File: config.mk
export PLATFORM = sky130hd
export DESIGN_NAME = bmu_unit
export DESIGN_NICKNAME = d
export VERILOG_FILES = /design/src/hdl/bmu_pkg.sv /design/src/hdl/bmu_unit.sv /design/src/hdl/bmu_bit_core.sv
export SDC_FILE = /design/constraint.sdc
export NUM_CORES = 1
export LEC_CHECK = 0
export BUFFER_PORTS_ARGS = -buffer_cell sky130_fd_sc_hd__buf_2
export CAP_MARGIN = 20
export CORE_MARGIN = 2
export CORE_UTILIZATION = 25
export DETAILED_ROUTE_END_ITERATION = 12
export PLACE_DENSITY = 0.51
export SYNTH_ARGS = -nofsm -noshare
export SYNTH_HDL_FRONTEND = slang
export SYNTH_SLANG_ARGS = --single-unit
File: constraint.sdc
create_clock -name mclk_in -period 1.79 [get_ports mclk_in]
set_clock_uncertainty 0.1 [all_clocks]
set_input_delay 0.4475 -clock mclk_in [delete_from_list [all_inputs] [get_ports mclk_in]]
set_output_delay 0.4475 -clock mclk_in [all_outputs]
set_load 0.005 [all_outputs]
File: src/hdl/bmu_pkg.sv
// Shared constants and operation codes of the single-bit manipulation unit.
// Assumes one core clock and a decoder that hands over one operation at a time.
`default_nettype none

package bmu_pkg;

   // ********************************
   // Widths and reset values
   // ********************************
   localparam int BMU_BYTE_W = 8;
   localparam int BMU_POS_W = 3;
   localparam int BMU_ADDR_W = 16;
   localparam logic [BMU_BYTE_W-1:0] BMU_BYTE_RST = 8'h00;
   localparam logic [BMU_POS_W-1:0] BMU_POS_RST = 3'h0;
   localparam logic [BMU_ADDR_W-1:0] BMU_ADDR_RST = 16'h0000;
   localparam logic BMU_FLAG_RST = 1'h0;

   // ********************************
   // Operation codes
   // ********************************
   typedef enum logic [3:0] {
      BMU_BIT_SET_OP,
      BMU_BIT_CLEAR_OP,
      BMU_BIT_INVERT_OP,
      BMU_BIT_TEST_OP,
      BMU_CARRY_AND_BIT_OP,
      BMU_CARRY_AND_INVERTED_BIT_OP,
      BMU_CARRY_OR_BIT_OP,
      BMU_CARRY_OR_INVERTED_BIT_OP,
      BMU_CARRY_XOR_BIT_OP,
      BMU_CARRY_XOR_INVERTED_BIT_OP,
      BMU_BIT_LOAD_TO_CARRY_OP,
      BMU_INVERTED_BIT_LOAD_TO_CARRY_OP,
      BMU_CARRY_STORE_TO_BIT_OP,
      BMU_INVERTED_CARRY_STORE_TO_BIT_OP
   } bmu_op_t;

   // Operations whose bit number may only come from the immediate field
   function automatic logic bmu_imm_only(input bmu_op_t op);
      case (op)
         BMU_CARRY_AND_INVERTED_BIT_OP,
         BMU_CARRY_OR_INVERTED_BIT_OP,
         BMU_CARRY_XOR_INVERTED_BIT_OP,
         BMU_INVERTED_BIT_LOAD_TO_CARRY_OP,
         BMU_INVERTED_CARRY_STORE_TO_BIT_OP: bmu_imm_only = 1'b1;
         default: bmu_imm_only = 1'b0;
      endcase
   endfunction

endpackage : bmu_pkg

`default_nettype wire

File: src/hdl/bmu_unit.sv
// Single-bit manipulation unit of the 8-bit core: sequencing, memory
// read-modify-write and flag/register write-back.
// Assumes the decoder, register file and memory port share mclk_in.
`default_nettype none

module bmu_unit (
   input wire logic mclk_in,
   input wire logic reset_in,
   input wire logic start_in,
   input wire bmu_pkg::bmu_op_t op_in,
   input wire logic target_mem_in,
   input wire logic pos_from_reg_in,
   input wire logic [bmu_pkg::BMU_POS_W-1:0] pos_imm_in,
   input wire logic [bmu_pkg::BMU_BYTE_W-1:0] pos_reg_in,
   input wire logic [bmu_pkg::BMU_BYTE_W-1:0] reg_data_in,
   input wire logic [bmu_pkg::BMU_ADDR_W-1:0] mem_addr_in,
   input wire logic carry_in,
   input wire logic mem_rd_ack_in,
   input wire logic [bmu_pkg::BMU_BYTE_W-1:0] mem_rdata_in,
   input wire logic mem_wr_ack_in,
   output logic busy_out,
   output logic done_out,
   output logic reg_wr_out,
   output logic [bmu_pkg::BMU_BYTE_W-1:0] reg_wdata_out,
   output logic carry_out,
   output logic carry_we_out,
   output logic zero_out,
   output logic zero_we_out,
   output logic mem_rd_req_out,
   output logic mem_wr_req_out,
   output logic [bmu_pkg::BMU_ADDR_W-1:0] mem_addr_out,
   output logic [bmu_pkg::BMU_BYTE_W-1:0] mem_wdata_out
);

   // ********************************
   // Declarations
   // ********************************
   typedef enum logic [1:0] {
      ST_IDLE,
      ST_READ,
      ST_CALC,
      ST_WRITE
   } bmu_state_t;

   bmu_state_t state_r;
   bmu_state_t state_nxt;
   bmu_pkg::bmu_op_t op_r;
   logic [bmu_pkg::BMU_POS_W-1:0] pos_r;
   logic [bmu_pkg::BMU_POS_W-1:0] pos_nxt;
   logic mem_r;
   logic carry_src_r;
   logic [bmu_pkg::BMU_BYTE_W-1:0] byte_r;
   logic [bmu_pkg::BMU_ADDR_W-1:0] addr_r;
   logic accept;
   logic finish;
   logic [bmu_pkg::BMU_BYTE_W-1:0] core_byte;
   logic core_byte_we;
   logic core_carry;
   logic core_carry_we;
   logic core_zero;
   logic core_zero_we;
   logic done_r;
   logic reg_wr_r;
   logic [bmu_pkg::BMU_BYTE_W-1:0] reg_wdata_r;
   logic carry_r;
   logic carry_we_r;
   logic zero_r;
   logic zero_we_r;
   logic [bmu_pkg::BMU_BYTE_W-1:0] mem_wdata_r;

   // ********************************
   // Request acceptance
   // ********************************
   // A request is only taken while idle; the decoder must hold it until busy drops
   assign accept = start_in && (state_r == ST_IDLE);

   // Inverted ops ignore the register source even if the decoder selects it
   always_comb begin
      if (pos_from_reg_in && !bmu_pkg::bmu_imm_only(op_in)) begin
         pos_nxt = pos_reg_in[bmu_pkg::BMU_POS_W-1:0];
      end else begin
         pos_nxt = pos_imm_in;
      end
   end

   // ********************************
   // Sequencer
   // ********************************
   always_comb begin
      state_nxt = state_r;
      case (state_r)
         ST_IDLE: begin
            if (accept) begin
               state_nxt = target_mem_in ? ST_READ : ST_CALC;
            end
         end
         ST_READ: begin
            if (mem_rd_ack_in) begin
               state_nxt = ST_CALC;
            end
         end
         ST_CALC: begin
            state_nxt = (mem_r && core_byte_we) ? ST_WRITE : ST_IDLE;
         end
         ST_WRITE: begin
            if (mem_wr_ack_in) begin
               state_nxt = ST_IDLE;
            end
         end
         default: state_nxt = ST_IDLE;
      endcase
   end

   always_ff @(posedge mclk_in) begin
      if (reset_in) begin
         state_r <= ST_IDLE;
      end else begin
         state_r <= state_nxt;
      end
   end

   assign finish = ((state_r == ST_CALC) && !(mem_r && core_byte_we)) ||
                   ((state_r == ST_WRITE) && mem_wr_ack_in);

   // ********************************
   // Operand capture
   // ********************************
   always_ff @(posedge mclk_in) begin
      if (reset_in) begin
         op_r <= bmu_pkg::BMU_BIT_TEST_OP;
         pos_r <= bmu_pkg::BMU_POS_RST;
         mem_r <= bmu_pkg::BMU_FLAG_RST;
         carry_src_r <= bmu_pkg::BMU_FLAG_RST;
         addr_r <= bmu_pkg::BMU_ADDR_RST;
      end else if (accept) begin
         op_r <= op_in;
         pos_r <= pos_nxt;
         mem_r <= target_mem_in;
         carry_src_r <= carry_in;
         addr_r <= mem_addr_in;
      end
   end

   // Whole byte is held so the write-back keeps the other seven bits
   always_ff @(posedge mclk_in) begin
      if (reset_in) begin
         byte_r <= bmu_pkg::BMU_BYTE_RST;
      end else if (accept && !target_mem_in) begin
         byte_r <= reg_data_in;
      end else if ((state_r == ST_READ) && mem_rd_ack_in) begin
         byte_r <= mem_rdata_in;
      end
   end

   bmu_bit_core u_core (
      .op_in(op_r),
      .byte_in(byte_r),
      .pos_in(pos_r),
      .carry_in(carry_src_r),
      .byte_out(core_byte),
      .byte_we_out(core_byte_we),
      .carry_out(core_carry),
      .carry_we_out(core_carry_we),
      .zero_out(core_zero),
      .zero_we_out(core_zero_we)
   );

   // ********************************
   // Memory write data
   // ********************************
   always_ff @(posedge mclk_in) begin
      if (reset_in) begin
         mem_wdata_r <= bmu_pkg::BMU_BYTE_RST;
      end else if ((state_r == ST_CALC) && mem_r && core_byte_we) begin
         mem_wdata_r <= core_byte;
      end
   end

   // ********************************
   // Write-back pulses
   // ********************************
   // Flag strobes only for the flag an op names, so the core keeps the rest
   always_ff @(posedge mclk_in) begin
      if (reset_in) begin
         done_r <= bmu_pkg::BMU_FLAG_RST;
         reg_wr_r <= bmu_pkg::BMU_FLAG_RST;
         carry_we_r <= bmu_pkg::BMU_FLAG_RST;
         zero_we_r <= bmu_pkg::BMU_FLAG_RST;
      end else begin
         done_r <= finish;
         reg_wr_r <= finish && !mem_r && core_byte_we;
         carry_we_r <= finish && core_carry_we;
         zero_we_r <= finish && core_zero_we;
      end
   end

   always_ff @(posedge mclk_in) begin
      if (reset_in) begin
         reg_wdata_r <= bmu_pkg::BMU_BYTE_RST;
         carry_r <= bmu_pkg::BMU_FLAG_RST;
         zero_r <= bmu_pkg::BMU_FLAG_RST;
      end else if (finish) begin
         reg_wdata_r <= core_byte;
         carry_r <= core_carry;
         zero_r <= core_zero;
      end
   end

   assign busy_out = (state_r != ST_IDLE);
   assign done_out = done_r;
   assign reg_wr_out = reg_wr_r;
   assign reg_wdata_out = reg_wdata_r;
   assign carry_out = carry_r;
   assign carry_we_out = carry_we_r;
   assign zero_out = zero_r;
   assign zero_we_out = zero_we_r;
   assign mem_rd_req_out = (state_r == ST_READ);
   assign mem_wr_req_out = (state_r == ST_WRITE);
   assign mem_addr_out = addr_r;
   assign mem_wdata_out = mem_wdata_r;
endmodule // bmu_unit

`default_nettype wire

File: src/hdl/bmu_bit_core.sv
// Combinational bit datapath: new byte, carry and zero for one operation.
// Assumes operands are held stable by the sequencer around it.
`default_nettype none

module bmu_bit_core (
   input wire bmu_pkg::bmu_op_t op_in,
   input wire logic [bmu_pkg::BMU_BYTE_W-1:0] byte_in,
   input wire logic [bmu_pkg::BMU_POS_W-1:0] pos_in,
   input wire logic carry_in,
   output logic [bmu_pkg::BMU_BYTE_W-1:0] byte_out,
   output logic byte_we_out,
   output logic carry_out,
   output logic carry_we_out,
   output logic zero_out,
   output logic zero_we_out
);

   logic sel_bit;
   logic new_bit;

   // ********************************
   // Operation decode
   // ********************************
   assign sel_bit = byte_in[pos_in];

   always_comb begin
      new_bit = sel_bit;
      byte_we_out = 1'b0;
      carry_out = carry_in;
      carry_we_out = 1'b0;
      zero_out = ~sel_bit;
      zero_we_out = 1'b0;
      case (op_in)
         bmu_pkg::BMU_BIT_SET_OP: begin
            new_bit = 1'b1;
            byte_we_out = 1'b1;
         end
         bmu_pkg::BMU_BIT_CLEAR_OP: begin
            new_bit = 1'b0;
            byte_we_out = 1'b1;
         end
         bmu_pkg::BMU_BIT_INVERT_OP: begin
            new_bit = ~sel_bit;
            byte_we_out = 1'b1;
         end
         bmu_pkg::BMU_BIT_TEST_OP: zero_we_out = 1'b1;
         bmu_pkg::BMU_CARRY_AND_BIT_OP: begin
            carry_out = carry_in & sel_bit;
            carry_we_out = 1'b1;
         end
         bmu_pkg::BMU_CARRY_AND_INVERTED_BIT_OP: begin
            carry_out = carry_in & ~sel_bit;
            carry_we_out = 1'b1;
         end
         bmu_pkg::BMU_CARRY_OR_BIT_OP: begin
            carry_out = carry_in | sel_bit;
            carry_we_out = 1'b1;
         end
         bmu_pkg::BMU_CARRY_OR_INVERTED_BIT_OP: begin
            carry_out = carry_in | ~sel_bit;
            carry_we_out = 1'b1;
         end
         bmu_pkg::BMU_CARRY_XOR_BIT_OP: begin
            carry_out = carry_in ^ sel_bit;
            carry_we_out = 1'b1;
         end
         bmu_pkg::BMU_CARRY_XOR_INVERTED_BIT_OP: begin
            carry_out = carry_in ^ ~sel_bit;
            carry_we_out = 1'b1;
         end
         bmu_pkg::BMU_BIT_LOAD_TO_CARRY_OP: begin
            carry_out = sel_bit;
            carry_we_out = 1'b1;
         end
         bmu_pkg::BMU_INVERTED_BIT_LOAD_TO_CARRY_OP: begin
            carry_out = ~sel_bit;
            carry_we_out = 1'b1;
         end
         bmu_pkg::BMU_CARRY_STORE_TO_BIT_OP: begin
            new_bit = carry_in;
            byte_we_out = 1'b1;
         end
         bmu_pkg::BMU_INVERTED_CARRY_STORE_TO_BIT_OP: begin
            new_bit = ~carry_in;
            byte_we_out = 1'b1;
         end
         default: begin
            new_bit = sel_bit;
         end
      endcase
   end

   // ********************************
   // Per-bit merge
   // ********************************
   // Only the addressed bit takes the new value; the rest pass through
   genvar gi;
   generate
      for (gi = 0; gi < bmu_pkg::BMU_BYTE_W; gi++) begin : g_bit
         assign byte_out[gi] = (int'(pos_in) == gi) ?
                               new_bit : byte_in[gi];
      end
   endgenerate

endmodule // bmu_bit_core

`default_nettype wire

==> impl_results.rst, run 1 <==
.. list-table::
   :header-rows: 1

   * - Metric
     - Value
   * - Data arrival time of the critical path
     - between 2 and 2.5 ns
   * - Final sum of negative setup slack
     - -0.8713 ns
   * - Final routed DRC violation total
     - 0
   * - Iteration count of the initial detailed-routing pass
     - 4
   * - Via count of the first global-routing pass
     - roughly 2,500
   * - Number of max-slew violations in the final report
     - 0
   * - Wire length after detailed routing
     - about 7400 um
   * - Syn Nets
     - 370
   * - Peak supply drop
     - ~360 uV
   * - Clock transition at the registers of the reported paths
     - roughly 0.060 ns
   * - Wire length of the first global-routing pass
     - between 10,000 and 15,000 um
   * - Syn Area/Cell
     - 8.325 sq um
   * - Slew Limit Headroom
     - ~60%
   * - Initial cell density of the core
     - 25.52%
   * - Wire per inst
     - between 10 and 15 um
   * - Core Region
     - between 10,000 and 15,000 sq um
   * - Initial DRC count
     - between 80 and 90
   * - Data required, critical path
     - slightly below 2 ns
   * - Grt ovf
     - 0
   * - Kind of path behind the tightest hold check
     - in -> reg
   * - Cell taking the most area after synthesis
     - sky130_fd_sc_hd__dfxtp_1
   * - Violated checks
     - setup timing
   * - Register bit total from synthesis
     - between 50 and 60
   * - Final WS setup
     - -0.09478 ns
   * - Number of warning messages in the yosys log
     - 0
   * - Total non-filler cell area in the finished layout
     - just under 4000 sq um
   * - Category of the worst setup path capture point
     - register
   * - Sinks on Clock Net
     - 57
   * - I/O Buffers
     - 90
   * - Hold-fix buffers, CTS
     - 0
   * - Count of flip-flops with a built-in enable after synthesis
     - 0
   * - Slew at the pin closest to its max-slew limit
     - slightly above 0.6 ns
   * - Initial antenna violation count
     - 1
   * - Area share of the largest cell type after synthesis
     - between 40% and 50%
   * - Global placement routability congestion
     - 0.7792
   * - Post-layout nets
     - between 400 and 500
   * - Share of the clock period used by the worst path
     - 105.3%
   * - DP Area
     - 3493 sq um
   * - Final non-filler cell total
     - 580
   * - Sequential-to-total area share from yosys stat
     - between 40% and 50%
   * - RSZ-0062 raised after global routing
     - yes
   * - Total half-perimeter wirelength after legalization and detailed placement
     - between 5000 and 6000 um
   * - Max-cap violations
     - 0
   * - Num ports
     - 96
   * - Overall fraction of global-route tracks in use
     - roughly 13%
   * - Main synth FF type
     - sky130_fd_sc_hd__dfxtp_1
   * - Largest net degree at the start of global routing
     - 31
   * - Routed length on met2
     - 3425 um
   * - Worst Setup Path Type
     - reg -> reg
   * - Final critical path time including I/O delays and setup
     - between 1.5 and 2 ns
   * - Maximum clock frequency
     - roughly 530 MHz
   * - Vert. Die Dim
     - 106.4 um
   * - Power per cell area
     - 1009 nW/um^2
   * - Number of vias in the routed layout
     - ~2,600
   * - Worst-path maximum fanout
     - 5
   * - Maximum count of clock buffers along a single path
     - 2
   * - Antenna Cells
     - 0
   * - Fraction of final layout cells sized beyond drive strength 1
     - around 41%
   * - Slowest stage delay, CP
     - around 0.4 ns
   * - Clock latency reported for the late side of the worst-skew pair
     - about 0.34 ns
   * - Run status
     - finished with violations
   * - Placement row count
     - 37
   * - Dpl cells
     - 562
   * - Static Leakage
     - roughly 1.7 nW
   * - Die outline area
     - roughly 11,000 sq um
   * - Cell area after synthesis
     - roughly 2600 sq um
   * - CTS Buf Count
     - 9
   * - Gate count of the mapped netlist
     - between 300 and 400
   * - Setup WS pre-CTS
     - -0.2793 ns
   * - Met1 Routed Length
     - between 3000 and 4000 um
   * - Final antenna-violating net count
     - 0
   * - Sum of internal, switching and leakage power
     - 3.928 mW
   * - Cell-by-cell trace of the critical path
     - buf_6 > nor2b_4 > o2bb2ai_2 > nor3_4 > buf_4 > xnor2_2 > mux2_4 > o32ai_2
   * - Hold Fails Final Rpt
     - 0
   * - H-tree depth reported by CTS
     - 3
   * - Cell with the largest stage delay on the worst path
     - sky130_fd_sc_hd__dfxtp_4
   * - Routed via count divided by cell count
     - 4.457
   * - Length of routed met3 wiring
     - 404 um
   * - Top Metal Used
     - met4
   * - Leading cell types by total area after synthesis
     - sky130_fd_sc_hd__dfxtp_1, sky130_fd_sc_hd__nand2_1, sky130_fd_sc_hd__mux2i_1
   * - CP Launch Type
     - register
   * - Chip Width
     - between 100 and 150 um
   * - TritonCTS clock tree
     - built
   * - Async set-reset flop share out of synthesis
     - 0%
   * - Number of endpoints failing setup at the final stage
     - 17
   * - Layout overhead on the synthesized area
     - 48.43%
   * - Clk root buf
     - sky130_fd_sc_hd__clkbuf_8
   * - FILL cells
     - between 1,000 and 1,500
   * - Unique cell type count in the Yosys netlist
     - 45
==> cells in the mapped netlist (2+ instances only) <==
cell type / number
sky130_fd_sc_hd__o21ai_0: 19
sky130_fd_sc_hd__a21oi_1: 38
sky130_fd_sc_hd__a211oi_1: 13
sky130_fd_sc_hd__xnor2_1: 3
sky130_fd_sc_hd__nor4b_1: 2
sky130_fd_sc_hd__inv_1: 4
sky130_fd_sc_hd__buf_2: 8
sky130_fd_sc_hd__nor3_1: 4
sky130_fd_sc_hd__and2_1: 4
sky130_fd_sc_hd__nor3b_1: 2
sky130_fd_sc_hd__nor2_1: 32
sky130_fd_sc_hd__clkbuf_1: 9
sky130_fd_sc_hd__dfxtp_1: 57
sky130_fd_sc_hd__buf_4: 2
sky130_fd_sc_hd__nand2_1: 59
sky130_fd_sc_hd__buf_1: 3
sky130_fd_sc_hd__mux2i_1: 20
sky130_fd_sc_hd__nand3b_1: 5
sky130_fd_sc_hd__nor2b_1: 3
sky130_fd_sc_hd__nand2b_1: 3
==> kinds of logic (layout without fill, tap and decap cells) <==
family | count (synthesis) | after routing | share of synthesized area (%)
simple gates | 120 | 120 | 20.90
compound gates | 85 | 85 | 21.09
flops | 57 | 57 | 43.51
buf+inv | 28 | 157 | 5.009
mux | 22 | 22 | 8.492
xor+xnor | 3 | 3 | 1.002
==> metrics by stage <==
| step | hold WS [ns] | utilization (%) |
|---|---|---|
| floorplan | 0.3457 | - |
| finish | 0.2432 | 37.87 |
| global route | 0.2357 | 37.87 |
| CTS | 0.2135 | 37.40 |
| global placement | 0.3367 | 33.99 |
| detailed placement | 0.3411 | 33.99 |
==> state kept, by name, indices dropped and copies added (netlist names) <==
signal / flops
zero_we_out: 1
mem_r: 1
state_r: 2
carry_src_r: 1
zero_out: 1
pos_r: 3
carry_out: 1
mem_wdata_out: 8
byte_r: 8
carry_we_out: 1
done_out: 1
mem_addr_out: 16
reg_wdata_out: 8
reg_wr_out: 1
op_r: 4
==> layout by cell type, fill, tap and decap left out, types with 3 or more instances in the layout <==
| master | instances |
|---|---|
| sky130_fd_sc_hd__and2_1 | 4 |
| sky130_fd_sc_hd__a21oi_1 | 31 |
| sky130_fd_sc_hd__inv_1 | 4 |
| sky130_fd_sc_hd__nor2_1 | 29 |
| sky130_fd_sc_hd__clkbuf_8 | 13 |
| sky130_fd_sc_hd__buf_6 | 5 |
| sky130_fd_sc_hd__dfxtp_1 | 53 |
| sky130_fd_sc_hd__dfxtp_4 | 3 |
| sky130_fd_sc_hd__nor2b_1 | 3 |
| sky130_fd_sc_hd__nand2b_1 | 3 |
| sky130_fd_sc_hd__a21oi_2 | 7 |
| sky130_fd_sc_hd__buf_2 | 90 |
| sky130_fd_sc_hd__a211oi_1 | 13 |
| sky130_fd_sc_hd__buf_4 | 41 |
| sky130_fd_sc_hd__nand2_1 | 58 |
| sky130_fd_sc_hd__o21ai_0 | 10 |
| sky130_fd_sc_hd__o21ai_1 | 9 |
| sky130_fd_sc_hd__nand3b_1 | 5 |
| sky130_fd_sc_hd__nor3_1 | 4 |
| sky130_fd_sc_hd__mux2i_1 | 19 |
==> report_power, final <==
group          total, mW  internal (mW)  switching [mW]
clock               1.29          0.785           0.507
combinational       1.14          0.573           0.566
sequential          1.50           1.40          0.0968
==> cell type report <==
cell class | count | area (sq um) | share of cell area, %
well taps | 136 | 170.2 | 4.372
repair buffers | 138 | 854.6 | 21.95
clock inverters | 2 | 35.03 | 0.9000
inverters | 4 | 15.01 | 0.3857
flip-flops and latches | 57 | 1154 | 29.64
multi-input cells | 230 | 1485 | 38.15
clock buffers | 13 | 178.9 | 4.597
==> per-layer routing <==
| layer | vias up | global-route usage, % |
|---|---|---|
| met5 | - | 0 |
| met4 | 0 | 5.566 |
| met3 | 9 | 4.660 |
| met2 | 61 | 21.34 |
| met1 | 1177 | 16.42 |
| li1 | 1338 | - |
==> what timing repair did <==
action,4_1_cts,5_1_grt
setup buffers,2,1
pin swaps,12,6
endpoints found under the setup margin,20,21
resized for setup,37,9
==> final timing paths <==
path                                        from                to  slack (ns)  cells after the start
worst max-delay path                    pos_r[1]         carry_out       -0.09                      8
worst min-delay path                    reset_in        state_r[1]        0.24                      2
worst max register to register          pos_r[1]         carry_out       -0.09                      8
worst min register to register  mem_wdata_out[0]  mem_wdata_out[0]        0.35                      2
==> critical path, delay by kind of cell, from the launching register on <==
family,cells,cell delay [ns]
multiplexers,1,0.32
flip-flops,1,0.40
XOR/XNOR,1,0.11
buffers and inverters,2,0.32
AND/OR/NAND/NOR,2,0.34
AO/OA/AOI/OAI,2,0.21
Note: power is estimated with default switching activity, not from simulation.
==> inputs of run 2 (changes only) <==
--- a/config.mk
+++ b/config.mk
@@ -7,10 +7,9 @@
 export LEC_CHECK = 0
 export BUFFER_PORTS_ARGS = -buffer_cell sky130_fd_sc_hd__buf_2
 export CAP_MARGIN = 20
-export CORE_MARGIN = 2
 export CORE_UTILIZATION = 25
 export DETAILED_ROUTE_END_ITERATION = 12
-export PLACE_DENSITY = 0.51
+export PLACE_DENSITY = 0.49
 export SYNTH_ARGS = -nofsm -noshare
 export SYNTH_HDL_FRONTEND = slang
 export SYNTH_SLANG_ARGS = --single-unit
==> constraint.sdc (replaced) <==
create_clock -name mclk_in -period 1.95 [get_ports mclk_in]
set_clock_uncertainty 0.1 [all_clocks]
set_input_delay 0.4875 -clock mclk_in [delete_from_list [all_inputs] [get_ports mclk_in]]
set_output_delay 0.4875 -clock mclk_in [all_outputs]
set_load 0.005 [all_outputs]
==> impl_results.rst, run 2 (synthesis results as in run 1) <==
.. list-table::
   :header-rows: 1

   * - Metric
     - Value
   * - Peak supply drop
     - 476.6 uV (+33%)
   * - Grt ovf
     - 0 (unchanged)
   * - Global placement routability congestion
     - 0.7884 (+1.2%)
   * - Final sum of negative setup slack
     - 0 ns (+0.8713 ns)
   * - H-tree depth reported by CTS
     - 3 (unchanged)
   * - Violated checks
     - DRC
   * - DP Area
     - 3440 sq um (-1.5%)
   * - Num ports
     - 96 (unchanged)
   * - Total half-perimeter wirelength after legalization and detailed placement
     - 5422 um (-2.0%)
   * - Final routed DRC violation total
     - 1 (+1)
   * - CTS Buf Count
     - 9 (unchanged)
   * - Initial cell density of the core
     - 25.63% (+0.12 points)
   * - Share of the clock period used by the worst path
     - 97.23% (-8.1 points)
   * - Dpl cells
     - 557 (-0.89%)
   * - Placement row count
     - 37 (unchanged)
   * - Initial antenna violation count
     - 0 (-1)
   * - Static Leakage
     - 1.664 nW (-2.0%)
   * - Maximum clock frequency
     - 527.4 MHz (-0.59%)
   * - Data required, critical path
     - 2.05 ns (+0.11 ns)
   * - Number of endpoints failing setup at the final stage
     - 0 (-17)
   * - Leading cell type in the layout, fill and taps excluded
     - sky130_fd_sc_hd__buf_2
   * - Maximum count of clock buffers along a single path
     - 2 (unchanged)
   * - Total non-filler cell area in the finished layout
     - 3770 sq um (-3.1%)
   * - Share of the core filled with cells
     - 36.85% (-1.0 points)
   * - Die outline area
     - 10,900 sq um (-3.7%)
   * - Overall fraction of global-route tracks in use
     - 13.64% (+0.26 points)
   * - Wire per inst
     - 12.52 um (-1.4%)
   * - Capture instance of the worst register-to-register path
     - reg_wdata_out[2]
   * - Wire length after detailed routing
     - 7213 um (-2.1%)
   * - Number of max-slew violations in the final report
     - 0 (unchanged)
   * - End of the critical path
     - reg_wdata_out[2]
   * - Multi-input gate area
     - 1413 sq um (-4.9%)
   * - Slew Limit Headroom
     - 57.10% (-1.8 points)
   * - Core Region
     - 10,230 sq um (-0.45%)
   * - FILL cells
     - 1,072 (-1.8%)
   * - Final critical path time including I/O delays and setup
     - 1.896 ns (+0.01125 ns)
   * - Register-to-Register Setup Slack
     - 0.05 ns (+0.15 ns)
   * - Max-cap violations
     - 0 (unchanged)
   * - Power per cell area
     - 936.1 nW/um^2 (-7.2%)
   * - Length in cells of the worst reg-to-reg path
     - 7 (-1)
   * - Vert. Die Dim
     - 104.4 um (-1.9%)
   * - Run status
     - finished with violations
   * - Setup WS pre-CTS
     - -0.1369 ns (+0.1425 ns)
   * - Leading cell types in the layout, fill and taps excluded
     - sky130_fd_sc_hd__buf_2, sky130_fd_sc_hd__nand2_1, sky130_fd_sc_hd__dfxtp_1
   * - Via count of the first global-routing pass
     - 2,478 (-1.9%)
   * - Area taken by flip-flops and latches
     - 1150 sq um (-0.33%)
   * - Startpoint of the worst-slack reg-to-reg timing path
     - pos_r[0]
   * - Kind of path behind the tightest hold check
     - in -> reg
   * - Slew at the pin closest to its max-slew limit
     - 0.6428 ns (+0.02809 ns)
   * - Worst-path maximum fanout
     - 8 (+3)
   * - Flip-flop count of the largest register after layout
     - 16 (unchanged)
   * - CP Launch Type
     - register
   * - Number of vias in the routed layout
     - 2,570 (-0.58%)
   * - Clk root buf
     - sky130_fd_sc_hd__clkbuf_8
   * - Layout overhead on the synthesized area
     - 43.75%
   * - Worst Setup Path Type
     - reg -> reg
   * - Initial DRC count
     - 97 (+18%)
   * - Final antenna-violating net count
     - 0 (unchanged)
   * - Data arrival time of the critical path
     - 1.99 ns (-0.04 ns)
   * - I/O Buffers
     - 90 (unchanged)
   * - Hold Fails Final Rpt
     - 0 (unchanged)
   * - Final non-filler cell total
     - 576 (-0.69%)
   * - Sinks on Clock Net
     - 57 (unchanged)
   * - Clock latency reported for the late side of the worst-skew pair
     - 0.32 ns (-0.02 ns)
   * - Chip Width
     - 104.4 um (-1.9%)
   * - Fraction of final layout cells sized beyond drive strength 1
     - 38.18% (-3.0 points)
   * - Crit path from
     - pos_r[0]
   * - TritonCTS clock tree
     - built
   * - Wire length of the first global-routing pass
     - 11,790 um (-1.4%)
   * - Final WS setup
     - 0.05397 ns (+0.1488 ns)
   * - Post-layout nets
     - 491 (-0.81%)
   * - Iteration count of the initial detailed-routing pass
     - 9 (+5)
   * - Clock transition at the registers of the reported paths
     - 0.07 ns (about the same)
   * - Routed via count divided by cell count
     - 4.462 (+0.11%)
   * - Antenna Cells
     - 0 (unchanged)
   * - Largest net degree at the start of global routing
     - 24 (-23%)
   * - Category of the worst setup path capture point
     - register
[run 2: timing repair]
| action | 4_1_cts | 5_1_grt |
|---|---|---|
| setup buffers | 0 | 4 |
| pin swaps | 1 | 6 |
| endpoints found under the setup margin | 17 | 17 |
| gates resized for setup | 4 | 17 |
| hold buffers | 0 | 0 |
[run 2: report_power, final]
part	switching, mW	total, mW	internal, mW
clock	0.466	1.19	0.721
sequential	0.0818	1.37	1.28
combinational	0.493	0.976	0.483
total	1.04	3.53	2.49
[run 2: cell type report]
cell class / instances / share of cell area (%)
well taps: 136 / 4.514
clock buffers: 13 / 4.746
flip-flops and latches: 57 / 30.50
multi-input cells: 230 / 37.47
clock inverters: 2 / 0.9293
repair buffers: 134 / 21.44
inverters: 4 / 0.3983
[run 2: metal layers]
layer | vias up | routed length, um | track usage, %
met5 | - | 0 | 0
met4 | 0 | 38 | 3.980
met3 | 6 | 349 | 4.261
met2 | 57 | 3306 | 21.48
met1 | 1176 | 3519 | 17.77
li1 | 1331 | - | -
[run 2: how the worst min path moves through the flow]
stage	end	depth (start not counted)	slack [ns]	startpoint
after floorplan	reg_wr_out	1	0.35	mem_r
after global placement	mem_wdata_out[2]	2	0.34	mem_wdata_out[2]
after detailed placement	mem_wdata_out[6]	2	0.34	mem_wdata_out[6]
after CTS	op_r[1]	3	0.28	op_in[1]
after global routing	mem_addr_out[9]	3	0.28	mem_addr_in[9]
final	op_r[1]	3	0.30	op_in[1]
[run 2: stage by stage]
stage / total power, mW / hold WS (ns)
5_1_grt: 3.742 / 0.2761
4_1_cts: 3.491 / 0.2792
3_5_place_dp: 2.290 / 0.3449
3_3_place_gp: 2.276 / 0.3359
2_1_floorplan: 1.916 / 0.3457
6_report: 3.529 / 0.2959
[run 2: worst max-delay path, cell delays in order, from the launching register on]
cell and delay [ns]:
sky130_fd_sc_hd__dfxtp_4 0.36, sky130_fd_sc_hd__buf_6 0.13, sky130_fd_sc_hd__a2111oi_4 0.38, sky130_fd_sc_hd__nor3_4 0.13
sky130_fd_sc_hd__buf_6 0.14, sky130_fd_sc_hd__a311oi_4 0.28, sky130_fd_sc_hd__buf_6 0.18, sky130_fd_sc_hd__a211oi_2 0.07
==> inputs of run 3 (changes only) <==
--- a/config.mk
+++ b/config.mk
@@ -7,6 +7,7 @@
 export LEC_CHECK = 0
 export BUFFER_PORTS_ARGS = -buffer_cell sky130_fd_sc_hd__buf_2
 export CAP_MARGIN = 20
+export CORE_ASPECT_RATIO = 0.7
 export CORE_UTILIZATION = 25
 export DETAILED_ROUTE_END_ITERATION = 12
 export PLACE_DENSITY = 0.49
==> constraint.sdc (replaced) <==
create_clock -name mclk_in -period 1.95 [get_ports mclk_in]
set_clock_uncertainty 0.1 [all_clocks]
set_input_delay 0.0975 -clock mclk_in [delete_from_list [all_inputs] [get_ports mclk_in]]
set_output_delay 0.0975 -clock mclk_in [all_outputs]
set_load 0.005 [all_outputs]
==> impl_results.rst, run 3 (synthesis results as in run 1) <==
.. list-table::
   :header-rows: 1

   * - Metric
     - Value
   * - Number of vias in the routed layout
     - 2,698 (+5.0%)
   * - Share of the core filled with cells
     - 41.26% (+4.4 points)
   * - Max-cap violations
     - 0 (unchanged)
   * - Static Leakage
     - 1.816 nW (+9.1%)
   * - Dominant cell type by count on the critical path
     - sky130_fd_sc_hd__buf_4
   * - Dpl cells
     - 555 (-0.36%)
   * - Worst Hold Margin
     - 0.01158 ns (-0.2843 ns)
   * - Maximum clock frequency
     - 527.3 MHz (about the same)
   * - Wire per inst
     - 13.12 um (+4.8%)
   * - TritonCTS clock tree
     - built
   * - Power per cell area
     - 1009 nW/um^2 (+7.8%)
   * - Sum of internal, switching and leakage power
     - 4.140 mW (+17%)
   * - Total half-perimeter wirelength after legalization and detailed placement
     - 5704 um (+5.2%)
   * - Flop pwr share
     - 33.1% (-5.6 points)
   * - Maximum count of clock buffers along a single path
     - 2 (unchanged)
   * - Initial cell density of the core
     - 26.36% (+0.73 points)
   * - Final non-filler cell total
     - 596 (+3.5%)
   * - Number of max-slew violations in the final report
     - 0 (unchanged)
   * - Internal power
     - 3.011 mW (+21%)
   * - Length of routed met3 wiring
     - 533 um (+53%)
   * - Number of buffers and inverters on the critical path
     - 2 (-1)
   * - Iteration count of the initial detailed-routing pass
     - 4 (-5)
   * - FILL cells
     - 978 (-8.8%)
   * - Routed length on met2
     - 3361 um (+1.7%)
   * - Initial antenna violation count
     - 0 (unchanged)
   * - Grt ovf
     - 0 (unchanged)
   * - Met1 Routed Length
     - 3762 um (+6.9%)
   * - Clk root buf
     - sky130_fd_sc_hd__clkbuf_16
   * - Leading cell types in the layout, fill and taps excluded
     - sky130_fd_sc_hd__buf_2, sky130_fd_sc_hd__nand2_1, sky130_fd_sc_hd__dfxtp_1
   * - Fraction of final layout cells sized beyond drive strength 1
     - 36.75% (-1.4 points)
   * - Antenna Cells
     - 0 (unchanged)
   * - Wire length of the first global-routing pass
     - 12,300 um (+4.3%)
   * - Initial DRC count
     - 161 (+66%)
   * - Peak supply drop
     - 454.7 uV (-4.6%)
   * - Leading cell type in the layout, fill and taps excluded
     - sky130_fd_sc_hd__buf_2
   * - Largest net degree at the start of global routing
     - 20 (-17%)
   * - Post-layout nets
     - 518 (+5.5%)
   * - Vert. Die Dim
     - 87.69 um (-16%)
   * - End of the critical path
     - reg_wdata_out[0]
   * - Num ports
     - 96 (unchanged)
   * - CTS Buf Count
     - 9 (unchanged)
   * - DP Area
     - 3462 sq um (+0.65%)
   * - Startpoint of the worst-slack reg-to-reg timing path
     - pos_r[1]
   * - Setup WS pre-CTS
     - -0.09780 ns (+0.03910 ns)
   * - CP Launch Type
     - register
   * - Slowest stage delay, CP
     - 0.40 ns (+0.02 ns)
   * - Proportion of total power due to net switching
     - 27.27% (-2.2 points)
   * - Run status
     - finished, final reports clean
   * - Chip Width
     - 124.4 um (+19%)
   * - Cell with the largest stage delay on the worst path
     - sky130_fd_sc_hd__dfxtp_4
   * - Final WS setup
     - 0.05349 ns (-0.0004830 ns)
   * - Clock latency reported for the late side of the worst-skew pair
     - 0.33 ns (about the same)
   * - Slew Limit Headroom
     - 58.97% (+1.9 points)
   * - Crit path from
     - pos_r[1]
   * - Total non-filler cell area in the finished layout
     - 4104 sq um (+8.9%)
   * - Kind of path behind the tightest hold check
     - in -> reg
   * - Top Metal Used
     - met4
   * - Number of logic stages on the critical path including buffering
     - 7 (unchanged)
   * - Routed via count divided by cell count
     - 4.527 (+1.5%)
   * - Slew at the pin closest to its max-slew limit
     - 0.6148 ns (-0.02798 ns)
   * - Sinks on Clock Net
     - 57 (unchanged)
   * - Worst Setup Path Type
     - reg -> reg
   * - Data arrival time of the critical path
     - 1.98 ns (about the same)
   * - Final routed DRC violation total
     - 0 (-1)
   * - Final sum of negative setup slack
     - 0 ns (unchanged)
   * - Clock transition at the registers of the reported paths
     - 0.05 ns (-0.02 ns)
   * - Final antenna-violating net count
     - 0 (unchanged)
   * - Via count of the first global-routing pass
     - 2,497 (+0.77%)
   * - Flip-flop count of the largest register after layout
     - 16 (unchanged)
   * - Core Region
     - 9947 sq um (-2.8%)
   * - Placement row count
     - 30 (-19%)
   * - Data required, critical path
     - 2.03 ns (-0.02 ns)
   * - Worst-path maximum fanout
     - 6 (-2)
   * - Combinational group share of total power
     - 24.3% (-3.4 points)
   * - Die outline area
     - 10,910 sq um (about the same)
   * - H-tree depth reported by CTS
     - 3 (unchanged)
   * - Global placement routability congestion
     - 0.7772 (-1.4%)
   * - Layout overhead on the synthesized area
     - 56.49%
   * - Share of the clock period used by the worst path
     - 97.26% (about the same)
   * - Number of endpoints failing setup at the final stage
     - 0 (unchanged)
   * - Switching power summed over all nets
     - 1.129 mW (+8.5%)
   * - Wire length after detailed routing
     - 7818 um (+8.4%)
   * - Overall fraction of global-route tracks in use
     - 14.68% (+1.0 points)
   * - Capture instance of the worst register-to-register path
     - reg_wdata_out[0]
   * - Cell-by-cell trace of the critical path
     - nor2b_2 > a2111oi_4 > nor3_4 > buf_4 > a311oi_4 > buf_4 > a21oi_1
   * - Multi-input gate area
     - 1400 sq um (-0.89%)
   * - Cell class contributing the biggest share of worst-path delay
     - compound AO/OA/AOI/OAI gates
   * - Area taken by flip-flops and latches
     - 1150 sq um (unchanged)
   * - Length in cells of the worst reg-to-reg path
     - 7 (unchanged)
   * - Final critical path time including I/O delays and setup
     - 1.897 ns (+0.0004830 ns)
   * - I/O Buffers
     - 90 (unchanged)
   * - Category of the worst setup path capture point
     - register
   * - Register-to-Register Setup Slack
     - 0.05 ns (about the same)
   * - Hold Fails Final Rpt
     - 0 (unchanged)
   * - Clock network power share
     - 42.6% (+9.0 points)
## run 3: layout make-up
| class | count | share of cell area, % |
|---|---|---|
| flip-flops and latches | 57 | 28.02 |
| clock buffers | 12 | 6.494 |
| repair buffers | 161 | 25.30 |
| inverters | 4 | 0.3659 |
| clock inverters | 4 | 1.799 |
| multi-input cells | 230 | 34.12 |
| well taps | 128 | 3.902 |
## run 3: timing repair
| action | CTS | global route |
|---|---|---|
| gates resized for setup | 5 | 10 |
| buffers inserted | 0 | 2 |
| endpoints found under the hold margin | 23 | 0 |
| pin swaps | 1 | 3 |
| endpoints found under the setup margin | 17 | 17 |
| hold buffers | 23 | 0 |
## run 3: power by group through the flow
stage               combinational (mW)  clock [mW]  sequential, mW
floorplan                        0.545           0            1.37
global placement                 0.914           0            1.39
detailed placement               0.923           0            1.39
CTS                              0.963        1.80            1.37
global route                      1.11        1.86            1.39
finish                            1.01        1.76            1.37
## run 3: worst min-delay path by stage
stage                    startpoint        end  slack (ns)  depth (start not counted)
global placement           op_in[1]    op_r[1]        0.23                          3
detailed placement         op_in[0]    op_r[0]        0.23                          3
finish              mem_rdata_in[2]  byte_r[2]        0.01                          3
global route        mem_rdata_in[0]  byte_r[0]        0.04                          3
CTS                 mem_rdata_in[2]  byte_r[2]       0.005                          3
floorplan                  op_in[0]    op_r[0]        0.12                          2
## run 3: metal layers
layer / track usage, % / up-vias
met5: 0 / -
met2: 22.20 / 93
met4: 7.010 / 0
met3: 3.726 / 15
li1: - / 1383
met1: 19.65 / 1207
## run 3: worst register-to-register path, cell delays in order, from the launching register on
cell and delay (ns):
sky130_fd_sc_hd__dfxtp_4 0.40, sky130_fd_sc_hd__nor2b_2 0.07, sky130_fd_sc_hd__a2111oi_4 0.37, sky130_fd_sc_hd__nor3_4 0.13, sky130_fd_sc_hd__buf_4 0.16, sky130_fd_sc_hd__a311oi_4 0.28
sky130_fd_sc_hd__buf_4 0.18, sky130_fd_sc_hd__a21oi_1 0.06
